## src/dumpc_pkg.sv

```systemverilog
/*
  Constants of the dual serial channel modem and pin controller: register
  offsets, field positions, reset values and frame sizes.
  Assumes the top and its leaves import it whole; no clock or reset here.
*/
// Function
// - each channel accepts an active-low carrier detect input, low means carrier present.
// - clear to send level reported at status bit 4, never gates transfers.
// - active-low data set ready is reported only, never affects transfers.
// - control bit 0 set drives terminal ready low; clear or reset drives high.
// - terminal ready output is status only, no effect on transfers.
// - ring input rising to high raises a modem status event for its channel.
// - control bit 1 set drives request to send low; clear drives high.
// - after reset request to send stays high until software sets it.
// - transmit output sits high in reset, when idle and when disabled.
// - loopback disables external transmit and feeds transmit data to own receiver.
// - loopback ignores the external receive input, sampling only looped data.
// - interrupt needs control bit 3, an enabled source and a pending event.
// - active-low master reset returns all registers and outputs to reset state.
package dumpc_pkg;

  ////////////////////////////////////////////////////////////////////////////
  // bus geometry
  localparam int DUMPC_DATA_W = 8;
  localparam int DUMPC_ADDR_W = 4;
  localparam int DUMPC_CHAN_BIT = 3;

  ////////////////////////////////////////////////////////////////////////////
  // per-channel register offsets (low three address bits)
  localparam logic [2:0] DUMPC_OFF_THR = 3'h0;
  localparam logic [2:0] DUMPC_OFF_IEN = 3'h1;
  localparam logic [2:0] DUMPC_OFF_DLL = 3'h2;
  localparam logic [2:0] DUMPC_OFF_DLM = 3'h3;
  localparam logic [2:0] DUMPC_OFF_MCTL = 3'h4;
  localparam logic [2:0] DUMPC_OFF_LSR = 3'h5;
  localparam logic [2:0] DUMPC_OFF_MSTAT = 3'h6;

  ////////////////////////////////////////////////////////////////////////////
  // modem control fields
  localparam int DUMPC_MCTL_DTR = 0;
  localparam int DUMPC_MCTL_RTS = 1;
  localparam int DUMPC_MCTL_IRQ_GATE = 3;
  localparam int DUMPC_MCTL_LOOP = 4;
  localparam logic [4:0] DUMPC_MCTL_MASK = 5'h1B;

  // modem status fields: sticky events low, live levels high
  localparam int DUMPC_MSTAT_D_CTS = 0;
  localparam int DUMPC_MSTAT_D_DSR = 1;
  localparam int DUMPC_MSTAT_RING_END = 2;
  localparam int DUMPC_MSTAT_D_CAR = 3;
  localparam int DUMPC_MSTAT_CTS = 4;
  localparam int DUMPC_MSTAT_DSR = 5;
  localparam int DUMPC_MSTAT_RING = 6;
  localparam int DUMPC_MSTAT_CAR = 7;
  localparam int DUMPC_EVENTS = 4;

  // line status fields
  localparam int DUMPC_LSR_TX_BUSY = 0;
  localparam int DUMPC_LSR_RX_LEVEL = 1;

  ////////////////////////////////////////////////////////////////////////////
  // reset values
  localparam logic [4:0] DUMPC_MCTL_RST = 5'h00;
  localparam logic [3:0] DUMPC_IEN_RST = 4'h0;
  localparam logic [15:0] DUMPC_DIV_RST = 16'h0001;
  localparam logic [3:0] DUMPC_MSTAT_D_RST = 4'h0;
  localparam logic DUMPC_PIN_IDLE = 1'b1;

  ////////////////////////////////////////////////////////////////////////////
  // frame: start, data bits, one stop
  localparam int DUMPC_FRAME_BITS = DUMPC_DATA_W + 2;
  localparam int DUMPC_SYNC_STAGES = 2;

endpackage

```

## src/dumpc_tx_if.sv

```systemverilog
/*
  Carrier between the channel controller and its transmit serialiser.
  Assumes both ends run on the same core clock; no clocking here.
*/
`timescale 1ns/10ps
interface dumpc_tx_if;
  logic load;
  logic [7:0] data;
  logic tick;
  logic busy;
  logic serial;

  modport ctrl (output load, output data, output tick,
                input busy, input serial);
  modport tx (input load, input data, input tick,
              output busy, output serial);
endinterface

```

## src/dumpc_top.sv

```systemverilog
/*
  Dual serial channel modem handshake and pin controller. Each channel has
  modem control, interrupt enable, divisor, line status and modem status
  registers, a transmit serialiser and the modem pins.
  Assumes one core clock, synchronous active-low reset, a one-cycle read
  and write strobe register port, and modem pins asynchronous to the clock.
*/
`timescale 1ns/10ps
module dumpc_top
  import dumpc_pkg::*;
#(
  parameter int CHANNELS = 2
) (
  input wire logic i_core_clk,
  input wire logic i_rstn,
  input wire logic [DUMPC_ADDR_W-1:0] i_addr,
  input wire logic [DUMPC_DATA_W-1:0] i_wdata,
  input wire logic i_wr,
  input wire logic i_rd,
  output logic [DUMPC_DATA_W-1:0] o_rdata,
  input wire logic [CHANNELS-1:0] i_carrier_detect_n,
  input wire logic [CHANNELS-1:0] i_clear_to_send_n,
  input wire logic [CHANNELS-1:0] i_data_set_ready_n,
  input wire logic [CHANNELS-1:0] i_ring_indicator_n,
  input wire logic [CHANNELS-1:0] i_rxd,
  output logic [CHANNELS-1:0] o_terminal_ready_n,
  output logic [CHANNELS-1:0] o_request_to_send_n,
  output logic [CHANNELS-1:0] o_txd,
  output logic [CHANNELS-1:0] o_irq
);

  ////////////////////////////////////////////////////////////////////////////
  // shared decode

  logic [2:0] offset;
  logic [CHANNELS-1:0][DUMPC_DATA_W-1:0] chan_rdata;
  logic [DUMPC_DATA_W-1:0] rdata_next;

  // low bits pick the register, the channel bit picks the channel
  assign offset = i_addr[2:0];

  ////////////////////////////////////////////////////////////////////////////
  // per-channel logic

  for (genvar g = 0; g < CHANNELS; g++) begin : ch_gen

    logic sel;
    logic wr_hit;
    logic [4:0] modem_control_reg;
    logic [3:0] irq_enable_reg;
    logic [15:0] divisor_reg;
    logic [15:0] baud_cnt_reg;
    logic tick_reg;
    logic [3:0] delta_reg;
    logic [3:0] delta_next;
    logic [3:0] events;
    logic [3:0] clear_mask;
    logic [3:0] pins_s;
    logic [3:0] pins_prev_reg;
    logic rx_line;
    logic rx_level_reg;
    logic [DUMPC_DATA_W-1:0] modem_status_reg;
    logic [DUMPC_DATA_W-1:0] line_status;

    dumpc_tx_if txc ();

    // address match keeps each channel to its own registers
    assign sel = (i_addr[DUMPC_CHAN_BIT] == 1'(g));
    assign wr_hit = i_wr & sel;

    //////////////////////////////////////////////////////////////////////////
    // modem inputs, order carrier, ring, dsr, cts (msb to lsb)

    // every modem level is resynchronised before use
    dumpc_sync #(
      .W(4),
      .RST_VAL(DUMPC_PIN_IDLE)
    ) u_modem_sync (
      .i_core_clk(i_core_clk),
      .i_rstn(i_rstn),
      .i_async({i_carrier_detect_n[g], i_ring_indicator_n[g],
                i_data_set_ready_n[g], i_clear_to_send_n[g]}),
      .o_sync(pins_s)
    );

    // previous synchronised level for change detection
    always_ff @(posedge i_core_clk) begin
      if (!i_rstn) begin
        pins_prev_reg <= {4{DUMPC_PIN_IDLE}};
      end else begin
        pins_prev_reg <= pins_s;
      end
    end

    // change on cts, dsr, carrier; ring only when the input returns high
    assign events[DUMPC_MSTAT_D_CTS] = pins_s[0] ^ pins_prev_reg[0];
    assign events[DUMPC_MSTAT_D_DSR] = pins_s[1] ^ pins_prev_reg[1];
    assign events[DUMPC_MSTAT_RING_END] =
      pins_s[2] & ~pins_prev_reg[2];
    assign events[DUMPC_MSTAT_D_CAR] = pins_s[3] ^ pins_prev_reg[3];

    //////////////////////////////////////////////////////////////////////////
    // sticky event bits: write one clears, a new event wins

    always_comb begin
      clear_mask = 4'h0;
      if (wr_hit && offset == DUMPC_OFF_MSTAT) begin
        clear_mask = i_wdata[3:0];
      end
      delta_next = (delta_reg & ~clear_mask) | events;
    end

    always_ff @(posedge i_core_clk) begin
      if (!i_rstn) begin
        delta_reg <= DUMPC_MSTAT_D_RST;
      end else begin
        delta_reg <= delta_next;
      end
    end

    // live levels reported active high in the upper nibble
    always_comb begin
      modem_status_reg = {DUMPC_DATA_W{1'b0}};
      modem_status_reg[3:0] = delta_reg;
      modem_status_reg[DUMPC_MSTAT_CTS] = ~pins_s[0];
      modem_status_reg[DUMPC_MSTAT_DSR] = ~pins_s[1];
      modem_status_reg[DUMPC_MSTAT_RING] = ~pins_s[2];
      modem_status_reg[DUMPC_MSTAT_CAR] = ~pins_s[3];
    end

    //////////////////////////////////////////////////////////////////////////
    // control registers

    // modem control: terminal ready, request to send, gate, loopback
    always_ff @(posedge i_core_clk) begin
      if (!i_rstn) begin
        modem_control_reg <= DUMPC_MCTL_RST;
      end else if (wr_hit && offset == DUMPC_OFF_MCTL) begin
        modem_control_reg <= i_wdata[4:0] & DUMPC_MCTL_MASK;
      end
    end

    // per-event interrupt enables, same layout as the event bits
    always_ff @(posedge i_core_clk) begin
      if (!i_rstn) begin
        irq_enable_reg <= DUMPC_IEN_RST;
      end else if (wr_hit && offset == DUMPC_OFF_IEN) begin
        irq_enable_reg <= i_wdata[3:0];
      end
    end

    // bit time divisor, low and high byte
    always_ff @(posedge i_core_clk) begin
      if (!i_rstn) begin
        divisor_reg <= DUMPC_DIV_RST;
      end else if (wr_hit && offset == DUMPC_OFF_DLL) begin
        divisor_reg[7:0] <= i_wdata;
      end else if (wr_hit && offset == DUMPC_OFF_DLM) begin
        divisor_reg[15:8] <= i_wdata;
      end
    end

    //////////////////////////////////////////////////////////////////////////
    // bit rate divider: one tick every divisor+1 cycles

    always_ff @(posedge i_core_clk) begin
      if (!i_rstn) begin
        baud_cnt_reg <= 16'h0000;
        tick_reg <= 1'b0;
      end else if (baud_cnt_reg >= divisor_reg) begin
        baud_cnt_reg <= 16'h0000;
        tick_reg <= 1'b1;
      end else begin
        baud_cnt_reg <= baud_cnt_reg + 16'h0001;
        tick_reg <= 1'b0;
      end
    end

    //////////////////////////////////////////////////////////////////////////
    // transmitter; a write while busy is dropped

    assign txc.load = wr_hit & (offset == DUMPC_OFF_THR) & ~txc.busy;
    assign txc.data = i_wdata;
    assign txc.tick = tick_reg;

    dumpc_tx u_tx (
      .i_core_clk(i_core_clk),
      .i_rstn(i_rstn),
      .port(txc)
    );

    //////////////////////////////////////////////////////////////////////////
    // receive line: looped transmit data or the external pin

    // loopback ignores the external pin entirely
    assign rx_line = modem_control_reg[DUMPC_MCTL_LOOP] ?
                     txc.serial : i_rxd[g];

    // sampled line, held idle high through reset
    always_ff @(posedge i_core_clk) begin
      if (!i_rstn) begin
        rx_level_reg <= DUMPC_PIN_IDLE;
      end else begin
        rx_level_reg <= rx_line;
      end
    end

    // line status: transmitter busy and receive level
    always_comb begin
      line_status = {DUMPC_DATA_W{1'b0}};
      line_status[DUMPC_LSR_TX_BUSY] = txc.busy;
      line_status[DUMPC_LSR_RX_LEVEL] = rx_level_reg;
    end

    //////////////////////////////////////////////////////////////////////////
    // pin outputs, all registered

    // modem outputs follow their control bits only
    always_ff @(posedge i_core_clk) begin
      if (!i_rstn) begin
        o_terminal_ready_n[g] <= DUMPC_PIN_IDLE;
        o_request_to_send_n[g] <= DUMPC_PIN_IDLE;
      end else begin
        o_terminal_ready_n[g] <=
          ~modem_control_reg[DUMPC_MCTL_DTR];
        o_request_to_send_n[g] <=
          ~modem_control_reg[DUMPC_MCTL_RTS];
      end
    end

    // external transmit held idle high in reset and in loopback
    always_ff @(posedge i_core_clk) begin
      if (!i_rstn) begin
        o_txd[g] <= DUMPC_PIN_IDLE;
      end else if (modem_control_reg[DUMPC_MCTL_LOOP]) begin
        o_txd[g] <= DUMPC_PIN_IDLE;
      end else begin
        o_txd[g] <= txc.serial;
      end
    end

    // interrupt needs the gate bit and an enabled pending event
    always_ff @(posedge i_core_clk) begin
      if (!i_rstn) begin
        o_irq[g] <= 1'b0;
      end else begin
        o_irq[g] <= modem_control_reg[DUMPC_MCTL_IRQ_GATE] &
                    (|(delta_reg & irq_enable_reg));
      end
    end

    //////////////////////////////////////////////////////////////////////////
    // read mux for this channel; unmapped offsets read zero

    always_comb begin
      chan_rdata[g] = {DUMPC_DATA_W{1'b0}};
      unique case (offset)
        DUMPC_OFF_IEN: chan_rdata[g] = {4'h0, irq_enable_reg};
        DUMPC_OFF_DLL: chan_rdata[g] = divisor_reg[7:0];
        DUMPC_OFF_DLM: chan_rdata[g] = divisor_reg[15:8];
        DUMPC_OFF_MCTL: chan_rdata[g] = {3'h0, modem_control_reg};
        DUMPC_OFF_LSR: chan_rdata[g] = line_status;
        DUMPC_OFF_MSTAT: chan_rdata[g] = modem_status_reg;
        default: chan_rdata[g] = {DUMPC_DATA_W{1'b0}};
      endcase
    end

  end

  ////////////////////////////////////////////////////////////////////////////
  // read data, valid only in the cycle after the read strobe

  always_comb begin
    rdata_next = {DUMPC_DATA_W{1'b0}};
    if (i_rd) begin
      rdata_next = chan_rdata[i_addr[DUMPC_CHAN_BIT]];
    end
  end

  always_ff @(posedge i_core_clk) begin
    if (!i_rstn) begin
      o_rdata <= {DUMPC_DATA_W{1'b0}};
    end else begin
      o_rdata <= rdata_next;
    end
  end

endmodule

```

## src/dumpc_sync.sv

```systemverilog
/*
  Two-flop level synchroniser, one bit per lane.
  Assumes synchronous active-low reset; reset value is a constant parameter.
*/
`timescale 1ns/10ps
module dumpc_sync #(
  parameter int W = 4,
  parameter logic RST_VAL = 1'b1
) (
  input wire logic i_core_clk,
  input wire logic i_rstn,
  input wire logic [W-1:0] i_async,
  output logic [W-1:0] o_sync
);
  logic [W-1:0] meta_reg;

  //////////////////////////////////////////////////////////////////////////
  // first stage feeds the second stage only
  always_ff @(posedge i_core_clk) begin
    if (!i_rstn) begin
      meta_reg <= {W{RST_VAL}};
      o_sync <= {W{RST_VAL}};
    end else begin
      meta_reg <= i_async;
      o_sync <= meta_reg;
    end
  end
endmodule

```

## src/dumpc_tx.sv

```systemverilog
/*
  Transmit serialiser: start bit, data bits lsb first, one stop bit.
  Assumes one tick pulse per bit time from the controller and that load
  arrives only while busy is low.
*/
`timescale 1ns/10ps
module dumpc_tx
  import dumpc_pkg::*;
(
  input wire logic i_core_clk,
  input wire logic i_rstn,
  dumpc_tx_if.tx port
);
  typedef enum logic [0:0] {
    TX_IDLE = 1'b0,
    TX_SEND = 1'b1
  } dumpc_tx_state_type;

  dumpc_tx_state_type state_reg;
  logic [DUMPC_FRAME_BITS-1:0] shift_reg;
  logic [3:0] count_reg;

  assign port.busy = (state_reg == TX_SEND);

  //////////////////////////////////////////////////////////////////////////
  // frame sequencer; line rests high outside a frame
  always_ff @(posedge i_core_clk) begin
    if (!i_rstn) begin
      state_reg <= TX_IDLE;
      shift_reg <= '1;
      count_reg <= 4'h0;
      port.serial <= DUMPC_PIN_IDLE;
    end else begin
      unique case (state_reg)
        TX_IDLE: begin
          port.serial <= DUMPC_PIN_IDLE;
          count_reg <= 4'h0;
          if (port.load) begin
            shift_reg <= {1'b1, port.data, 1'b0};
            state_reg <= TX_SEND;
          end
        end
        TX_SEND: begin
          if (port.tick) begin
            if (count_reg == 4'(DUMPC_FRAME_BITS)) begin
              state_reg <= TX_IDLE;
              port.serial <= DUMPC_PIN_IDLE;
            end else begin
              port.serial <= shift_reg[0];
              shift_reg <= {1'b1, shift_reg[DUMPC_FRAME_BITS-1:1]};
              count_reg <= count_reg + 4'h1;
            end
          end
        end
      endcase
    end
  end
endmodule

```

## config.mk

```make
export PLATFORM = sky130hd
export DESIGN_NAME = dumpc_top
export DESIGN_NICKNAME = d
export VERILOG_FILES = /design/src/dumpc_pkg.sv /design/src/dumpc_tx_if.sv /design/src/dumpc_top.sv /design/src/dumpc_sync.sv /design/src/dumpc_tx.sv
export SDC_FILE = /design/constraint.sdc
export NUM_CORES = 1
export LEC_CHECK = 0
export BUFFER_PORTS_ARGS = -buffer_cell sky130_fd_sc_hd__buf_2
export CAP_MARGIN = 20
export CORE_MARGIN = 8
export CORE_UTILIZATION = 50
export CTS_CLUSTER_SIZE = 28
export DETAILED_ROUTE_END_ITERATION = 12
export PLACE_DENSITY = 0.79
export SYNTH_ARGS = -nofsm -noshare
export SYNTH_HDL_FRONTEND = slang
export SYNTH_SLANG_ARGS = --single-unit
```

## constraint.sdc

```tcl
create_clock -name i_core_clk -period 2.7 [get_ports i_core_clk]
set_clock_uncertainty 0.15 [all_clocks]
set_input_delay 0.27 -clock i_core_clk [delete_from_list [all_inputs] [get_ports i_core_clk]]
set_output_delay 0.27 -clock i_core_clk [all_outputs]
set_load 0.005 [all_outputs]
```

**Word level (Yosys, flattened, before mapping)**

Index checks and enable logic that the tools add are counted.

- Bits in registers: 164
- Bits of input ports: 26
- Output and inout port bits: 16
- Word-level logic and storage cells: 166

- Add/subtract/negate cells: 4
- Order comparisons: 3
- Equality and inequality tests: 14
- Multiplexer cells: 38
- Bitwise gates (word level): 44
- Reduce and logical (&&, ||, !) cells: 24

Operators with widths:

| cell | count |
|---|---|
| $pmux W8 S6 | 2 |
| $mux W10 | 6 |
| $pmux W10 S2 | 2 |
| $add A16 B1 Y16 const B | 2 |
| $ge A16 B16 Y1 | 2 |
| $mux W4 | 6 |
| $not A1 Y1 | 20 |
| $and A4 B4 Y4 | 4 |
| $mux W8 | 2 |
| $pmux W4 S2 | 2 |
| $mux W1 | 14 |
| $ne A2 B2 Y1 const B | 6 |
| $and A1 B1 Y1 | 10 |
| $logic_and A1 B1 Y1 | 10 |
| $reduce_and A2 Y1 | 5 |
| $eq A3 B3 Y1 const B | 3 |
| $add A4 B1 Y4 const B | 2 |
| $eq A4 B4 Y1 const B | 2 |
| $not A4 Y4 | 2 |
| $or A4 B4 Y4 | 2 |
| $pmux W1 S2 | 4 |
| $reduce_or A2 Y1 | 4 |
| $reduce_or A4 Y1 | 2 |
| $eq A3 B2 Y1 const B | 2 |
| 5 further kinds | 11 |

**Logic depth before layout (Yosys ltp)**

Gate-level depths: netlist (run 1).

- Word-level depth: 7
- Mapped depth: 9
- Depth with buffers taken out: 7

**Hierarchy**

Synthesis (run 1) repeated with hierarchy kept, for this count alone.

- Cell total of the unflattened synthesis: 848
- Area total of the unflattened synthesis: 7588.5 µm²

By module, submodules not included:

| module | times used | cells each | area an instance (µm²) | sequential area each (µm²) |
|---|---|---|---|---|
| dumpc_top | 1 | 648 | 5641.7 | 2322.2 |
| dumpc_tx | 2 | 84 | 763.2 | 300.3 |
| dumpc_sync | 2 | 16 | 210.2 | 160.2 |

**Least setup slack after synthesis (run 1)**

Ideal clock, no wire load.

- Kind: flip-flop to flip-flop
- Start: register ch_gen[0].divisor_reg[1]
- End: register ch_gen[0].baud_cnt_reg[12]
- Setup time: 0.064 ns
- Arrival: 1.751 ns
- Required time: 2.486 ns
- Setup slack: 0.735 ns
- Cell stages (with the launch flop): 9
- Path buffers: 1
- Period minus slack after synthesis: 1.965 ns
- Cell sequence: dfxtp_1 -> inv_1 -> ha_1 -> nor2b_1 -> o211a_1 -> o311ai_4 -> o2111ai_4 -> buf_6 -> nor2_1

- Cells in the longest elaborated chain, start to end: 2

Ends and longest elaborated chain:

| what | line | source |
|---|---|---|
| start: declaration | dumpc_top.sv:51 | `logic [15:0] divisor_reg;` |
| start signal: assignment | dumpc_top.sv:157 | `divisor_reg[7:0] <= i_wdata;` |
| $ge A16 B16 Y1 | dumpc_top.sv:170 | `end else if (baud_cnt_reg >= divisor_reg) begin` |
| $reduce_or A2 Y1 (no line) | - |  |
| end signal: assignment | dumpc_top.sv:174 | `baud_cnt_reg <= baud_cnt_reg + 16'h0001;` |
| end: declaration | dumpc_top.sv:52 | `logic [15:0] baud_cnt_reg;` |

No other way between the ends.
A chain may end at the register's enable or synchronous reset.

**Worst setup path after layout (run 1)**

- Start: register ch_gen[1].divisor_reg[11]
- End: register ch_gen[1].baud_cnt_reg[11]

- Cells in the longest elaborated chain, start to end: 2

Ends and longest elaborated chain:

| what | line | source |
|---|---|---|
| start: declaration | dumpc_top.sv:51 |  |
| start signal: assignment | dumpc_top.sv:159 | `divisor_reg[15:8] <= i_wdata;` |
| $ge A16 B16 Y1 | dumpc_top.sv:170 |  |
| $reduce_or A2 Y1 (no line) | - |  |
| end signal: assignment | dumpc_top.sv:174 |  |
| end: declaration | dumpc_top.sv:52 |  |

No other way between the ends.

==> summary.txt, run 1 <==
Status
  – Status: complete, no violations

Clock network
  – Root buf cell: clkbuf_16
  – Reg clk slew, reported paths: approximately 0.070 ns
  – H-tree Lvls: 4
  – Cts bufs inserted: 17
  – CTS sink cnt: 162
  – Setup Fix Bufs, Post-CTS: 0
  – Clk buf depth: 2
  – Clock latency at the later pin of the worst-skew pair: 0.43 ns
  – TritonCTS clock tree: yes

Drt
  – Vias per cell: 5.43
  – Routed wire length: 16900 um
  – Residual DRC count: 0
  – DRT iter0 DRCs: 414
  – Post-DR wirelength/cell: 16.2 um
  – Total number of vias: about 5700
  – Antenna viol nets, final: 0
  – Drt pass-1 iters: 5

Global route
  – First-pass GRT wire length: between 20000 and 30000 um
  – GRT overflow: 0
  – Vias in the first global route: 5665
  – Initial antenna violation count: 0
  – Total GRT Usage: 18.1%
  – Largest net degree at the start of global routing: 68

Critical path
  – Critical Path End Type: register
  – Crit path max fanout: 16
  – Critical path's slowest cell: dfxtp_1
  – Reg2Reg Capture Point: ch_gen[1].baud_cnt_reg[11]$_SDFF_PP0_
  – Worst r2r path cells: 7
  – CP Cell Sequence: inv_1 > ha_1 > a21oi_1 > o21ai_0 > a221oi_1 > o211ai_2 > nor2_1
  – Crit path DAT: 2.46 ns
  – Critical Path Max Stage Delay: about 0.4 ns
  – R2R setup slack: 0.45 ns
  – Reg2reg start: ch_gen[1].divisor_reg[11]$_SDFFE_PN0P_
  – Top Family by Delay on Critical Path: compound AO/OA/AOI/OAI gates
  – Critical Path Start Type: register
  – Buf/Inv on CP: 1
  – Required time of the critical path: 2.91 ns
  – Crit path kind: reg2reg

Min path
  – Worst Hold End: ch_gen[1].divisor_reg[0]$_SDFFE_PN1P_
  – Hold path cells: 2
  – HP Start: i_rstn
  – Hold Crit Class: in2reg

Timing
  – Fin. max-slew vios: 0
  – Achievable frequency: 445 MHz
  – Fin Setup TNS: 0 ns
  – RSZ-0062 raised after global routing: false
  – Crit path time final: 2.25 ns
  – Slew HR: 55.8%
  – Fin crit share: 83.2%
  – # setup viols final: 0
  – Final hold slack: 0.0391 ns
  – Slew of the pin with the lowest slew margin: 0.661 ns
  – Final Hold Fails: 0

Layout
  – Final nets: roughly 910
  – Fillers: 1306
  – Post-route cell area: 8520 um^2
  – Area delta synth->final: 12.8%
  – Share of layout cells above drive strength 1: 12.9%
  – Finished Layout Cells: roughly 1000
  – ANT cells: 0

Die
  – Die width: 139 um
  – IO Pins: 42
  – Core Box Area: 15000 um^2
  – Row cnt: 45
  – Die Y: 139 um
  – Initial core utilization: 50.4%
  – Die ar.: 19300 um^2

Synthesis
  – Top cell types by occurrence after synthesis: dfxtp_1 (162), nand2_1 (73), mux2i_1 (64), nor2_1 (63), nor2b_1 (53)
  – Async set-reset flop share out of synthesis: 0%
  – Syn_area_per_cell: 9.31 um^2
  – Synth top area share: 42.9%
  – Synth Cell Area: between 7000 and 8000 um^2
  – EDFF count, synth: 0
  – Syn Inst Count: 811
  – Syn nets: 875
  – Ys Warns: 0
  – Yosys reg bits: 162
  – Primary FF master, synth: dfxtp_1
  – Unique masters post-synth: 56
  – Most area-hungry cell type in the Yosys netlist: dfxtp_1
  – Post-synthesis sequential area ratio: a little over two fifths
  – Count leader, synth: dfxtp_1
  – Top cells by area, synth: dfxtp_1 (43%), mux2i_1 (8.5%), ha_1 (6.3%)

Run
  – Max-cap viol count: 0

Place
  – Post-DP HPWL: 11500 um
  – Placed Area: 7840 um^2
  – DP Cell Count: 1001
  – RePlAce Congestion: 0.889
  – PortBufs: 41

Power and ir drop
  – Pleak: 3.24 nW
  – Total power: 0.00561 W
  – Maximum vdd drop: approximately 0.62 mV
  – Pwr dens: 659 nW/um^2
-- routing by layer --
layer,wire length [um],track usage (%),vias up
li1,-,-,2813
met1,7890,23.0,2704
met2,7850,29.2,126
met3,811,4.44,21
met4,312,6.59,0
met5,0,0,-
-- repair_timing --
item | CTS | global route
resized for setup | 0 | 0
hold buffers | 10 | 0
hold endpoints to repair | 10 | 0
-- power by group --
group | internal, W | switching (W)
sequential | 0.00248 | 0.0000852
combinational | 0.000278 | 0.000389
clock | 0.00132 | 0.00106
total | 0.00408 | 0.00153
-- cells in the final DEF, fill, tap and decap left out, drive strengths merged, types with 3 or more instances in the layout --
master,instances
mux2i,64
nor2,65
nor3b,3
and4,4
a21oi,24
o21ai,23
o211ai,6
dfxtp,162
or2,4
xnor2,10
and2,3
nor3,4
inv,49
clkinvlp,3
nand3b,5
mux2,22
dlygate4sd3,10
a211oi,3
o22ai,4
nand2,73
a31oi,3
ha,38
nor2b,53
o221ai,5
nand4,12
buf,46
xor2,30
a22oi,10
and3,4
a21boi,12
nand3,30
a21o,4
nand2b,27
clkbuf,18
-- per-stage QoR --
step	util (%)	worst slack, ns
floorplan	-	0.735
global placement	52.3	0.561
detailed placement	52.3	0.489
CTS	56.9	0.469
global route	56.9	0.262
finish	56.9	0.454
-- worst register-to-register path, stage by stage (launching register included) --
cell and delay [ns]:
dfxtp_1 0.40, inv_1 0.07, ha_1 0.31, a21oi_1 0.15
o21ai_0 0.12, a221oi_1 0.39, o211ai_2 0.38, nor2_1 0.21
-- layout make-up --
| cell class | count | area (um^2) | area share [%] |
|---|---|---|---|
| Clock buffer | 18 | 439 | 5.15 |
| Tap cell | 188 | 235 | 2.76 |
| Inverter | 41 | 154 | 1.81 |
| Timing Repair Buffer | 56 | 358 | 4.20 |
| Sequential cell | 162 | 3240 | 38.1 |
| Multi-Input combinational cell | 564 | 3950 | 46.4 |
| Clock inverter | 14 | 141 | 1.66 |
-- logic make-up after synthesis --
kind of cell	count (synthesis)	share of synthesized area, %
muxes	86	11.8
adders and majority gates	38	6.30
DFF	162	42.9
and+or+nand+nor	289	19.3
xor gates and xnor gates	40	4.64
buffers and inverters	85	4.76
AOI/OAI and AO/OA	111	10.3
-- worst max-delay path by stage --
stage | startpoint | end | slack, ns | cells after the start
2_1_floorplan | ch_gen[0].divisor_reg[1]$_SDFFE_PN0P_ | ch_gen[0].baud_cnt_reg[12]$_SDFF_PP0_ | 0.74 | 8
3_3_place_gp | i_addr[0] | ch_gen[1].u_tx.shift_reg[6]$_SDFFE_PN1P_ | 0.56 | 6
3_5_place_dp | i_addr[0] | ch_gen[0].u_tx.shift_reg[1]$_SDFFE_PN1P_ | 0.49 | 6
4_1_cts | ch_gen[1].divisor_reg[11]$_SDFFE_PN0P_ | ch_gen[1].baud_cnt_reg[7]$_SDFF_PP0_ | 0.47 | 7
5_1_grt | ch_gen[1].divisor_reg[14]$_SDFFE_PN0P_ | ch_gen[1].baud_cnt_reg[11]$_SDFF_PP0_ | 0.26 | 7
6_report | ch_gen[1].divisor_reg[11]$_SDFFE_PN0P_ | ch_gen[1].baud_cnt_reg[11]$_SDFF_PP0_ | 0.45 | 7
Note: power is estimated with default switching activity, not from simulation.
==> run 2, diff against run 1 <==
ABC_AREA = 1   (was default)
clock period = 2.25 ns   (was 2.7 ns; I/O delays follow)
==> run 2 against run 1 <==
Die area shrank 3.9%. Setup slack got worse by 0.065 ns. Synthesized cell count is 17% higher. Design area fell by 1.6%. Worst hold slack lost 0.0053 ns. Sequential cell count stayed put. Area after synthesis decreased by 4.3%. Register-to-register slack lost 0.07 ns. Power up 28%. First-iteration DRC count grew 55%. Critical endpoint is now ch_gen[1].u_tx.shift_reg[4]$_SDFFE_PN1P_. Highest routed layer unchanged.
==> summary.txt, run 2 <==
Critical path
  – Crit path max fanout: 10
  – Critical Path End Type: register
  – Crit path DAT: 2.01 ns
  – Worst r2r path cells: 11
  – Crit path kind: reg2reg
  – Critical Path Start Type: register
  – Required time of the critical path: around 2.4 ns
  – Reg2reg start: ch_gen[1].u_tx.count_reg[0]$_SDFFE_PN0P_
  – R2R setup slack: 0.39 ns
  – Reg2Reg Capture Point: ch_gen[1].u_tx.shift_reg[4]$_SDFFE_PN1P_

Timing
  – Fin crit share: ~83%
  – Slew HR: 61.7%
  – Fin Setup TNS: 0 ns
  – Achievable frequency: roughly 540 MHz
  – # setup viols final: 0
  – Fin. max-slew vios: 0
  – Crit path time final: between 1.5 and 2 ns
  – Final Hold Fails: 0
  – Final hold slack: 0.0337 ns
  – RSZ-0062 raised after global routing: false
  – Slew of the pin with the lowest slew margin: 0.574 ns

Synthesis
  – Ys Warns: 0
  – Synth top area share: 44.9%
  – Yosys reg bits: 162
  – Primary FF master, synth: dfxtp_1
  – Count leader, synth: nand2_1
  – Top cell types by occurrence after synthesis: nand2_1 (173), dfxtp_1 (162), inv_1 (114), nor2_1 (95), o21ai_0 (90)
  – Post-synthesis sequential area ratio: ~45%
  – Top cells by area, synth: dfxtp_1 (45%), nand2_1 (9.0%), ha_1 (6.6%)
  – Syn_area_per_cell: 7.60 um^2
  – Syn nets: 1014
  – Unique masters post-synth: 29
  – Syn Inst Count: 950
  – Most area-hungry cell type in the Yosys netlist: dfxtp_1
  – Synth Cell Area: 7220 um^2
  – Async set-reset flop share out of synthesis: 0%
  – EDFF count, synth: 0

Place
  – RePlAce Congestion: between 0.9 and 1
  – Post-DP HPWL: approximately 12000 um
  – PortBufs: approximately 40

Global route
  – First-pass GRT wire length: 29400 um
  – Initial antenna violation count: 0
  – Largest net degree at the start of global routing: 84
  – Total GRT Usage: between 10% and 20%
  – Vias in the first global route: 5974
  – GRT overflow: 0

Layout
  – Area delta synth->final: 16.0%
  – Commonest non-fill, non-tap cells in the layout: nand2_1 (173), dfxtp_1 (162), inv_1 (114)
  – Fillers: 1267
  – Most common cell after layout, fill and taps aside: nand2_1
  – Register Area: 3240 um^2
  – Share of layout cells above drive strength 1: 11.3%
  – ANT cells: 0
  – Multi-input logic area: 3400 um^2
  – Final nets: 1069
  – Post-Route Utilization: 58.5%

Clock network
  – Root buf cell: clkbuf_16
  – TritonCTS clock tree: yes
  – Clk buf depth: 2
  – Reg clk slew, reported paths: roughly 0.06 ns
  – CTS sink cnt: 162
  – Clock latency at the later pin of the worst-skew pair: between 0.4 and 0.5 ns
  – Setup Fix Bufs, Post-CTS: 0
  – H-tree Lvls: 4
  – Cts bufs inserted: 17

Drt
  – Drt pass-1 iters: 5
  – Total number of vias: between 6000 and 7000
  – Routed wire length: 18000 um
  – Vias per cell: 5.32
  – Residual DRC count: 0
  – DRT iter0 DRCs: 640
  – Post-DR wirelength/cell: 15.0 um
  – Antenna viol nets, final: 0

Min path
  – Hold path cells: 3
  – Hold Crit Class: in2reg
  – HP Start: i_wdata[7]
  – Worst Hold End: ch_gen[1].divisor_reg[15]$_SDFFE_PN0P_

Power and ir drop
  – Pwr dens: ~860 nW/um^2
  – Maximum vdd drop: 0.534 mV
  – Pleak: between 3 and 4 nW
  – Total power: 0.00719 W

Run
  – Max-cap viol count: 0

Die
  – Initial core utilization: 50.5%
  – Row cnt: 44
  – Core Box Area: 14300 um^2
  – Die width: 136 um
  – IO Pins: 42
  – Die ar.: 18500 um^2
  – Die Y: 136 um

Status
  – Status: complete, no violations
-- run 2: cell count changes after synthesis, sizes merged, moves of 12 or more --
| cell | previous run | this run |
|---|---|---|
| mux2 | 22 | 0 |
| nor2 | 65 | 98 |
| nand2 | 73 | 175 |
| inv | 41 | 116 |
| mux2i | 64 | 0 |
| nand3 | 30 | 47 |
| or2 | 4 | 23 |
| nand2b | 27 | 0 |
| xor2 | 30 | 18 |
| a21oi | 24 | 80 |
| o21ai | 23 | 97 |
| nor2b | 53 | 0 |
| a21boi | 12 | 0 |
-- run 2: worst max-delay path by stage --
stage / start / end
4_1_cts: ch_gen[1].u_tx.count_reg[0]$_SDFFE_PN0P_ / ch_gen[1].u_tx.shift_reg[4]$_SDFFE_PN1P_
5_1_grt: ch_gen[1].u_tx.count_reg[0]$_SDFFE_PN0P_ / ch_gen[1].u_tx.shift_reg[7]$_SDFFE_PN1P_
3_3_place_gp: i_addr[3] / ch_gen[0].u_tx.shift_reg[8]$_SDFFE_PN1P_
3_5_place_dp: ch_gen[1].u_tx.count_reg[0]$_SDFFE_PN0P_ / ch_gen[1].u_tx.shift_reg[3]$_SDFFE_PN1P_
2_1_floorplan: ch_gen[1].divisor_reg[7]$_SDFFE_PN0P_ / ch_gen[1].baud_cnt_reg[0]$_SDFF_PP0_
6_report: ch_gen[1].u_tx.count_reg[0]$_SDFFE_PN0P_ / ch_gen[1].u_tx.shift_reg[4]$_SDFFE_PN1P_
-- run 2: per-stage QoR --
stage,instance area [um^2],setup slack (ns),std cells
floorplan,7220,0.567,950
global placement,7630,0.448,1156
detailed placement,7630,0.410,1156
CTS,8380,0.390,1202
global route,8380,0.229,1202
finish,8380,0.389,1202
-- run 2: cell families (layout without fill, tap and decap cells) --
group,Yosys count,in the layout,synth area share [%]
compound gates,206,206,15.1
xor+xnor,35,35,4.24
fa+ha+maj,38,38,6.58
buf+inv,147,215,7.97
flops,162,162,44.9
simple gates,362,362,21.2
-- run 2: area by class of cell --
cell class / count / area share, %
flip-flops and latches: 162 / 38.7
repair buffers: 65 / 5.32
clock inverters: 10 / 1.54
multi-input cells: 641 / 40.6
inverters: 118 / 5.29
clock buffers: 22 / 5.78
well taps: 184 / 2.75
-- run 2: critical path, stage by stage (launching register included) --
cell and delay [ns]:
dfxtp_1 0.31, inv_1 0.11, ha_1 0.17, nand2_1 0.05, nor2_1 0.15, nand2_1 0.09
nand2_1 0.15, inv_1 0.11, nand2_2 0.18, inv_2 0.11, nand2_1 0.08, nand3_1 0.06
-- run 2: report_power, final --
group          internal [W]  total (W)  switching, W
Sequential          0.00306    0.00318      0.000114
Clock               0.00186    0.00301       0.00115
Combinational      0.000364    0.00101      0.000641
-- run 2: timing repair --
action                     in CTS  in global routing
hold endpoints to repair       15                  0
hold buffers                   14                  0
resized for setup               0                  0
setup endpoints to repair       0                  0
-- run 2: layer usage --
| layer | global-route usage, % | up-vias | wire length (um) |
|---|---|---|---|
| met3 | 4.32 | 38 | 1280 |
| met4 | 6.96 | 0 | 398 |
| met1 | 25.8 | 2936 | 7850 |
| li1 | - | 3195 | - |
| met5 | 0 | - | 0 |
| met2 | 32.4 | 231 | 8450 |
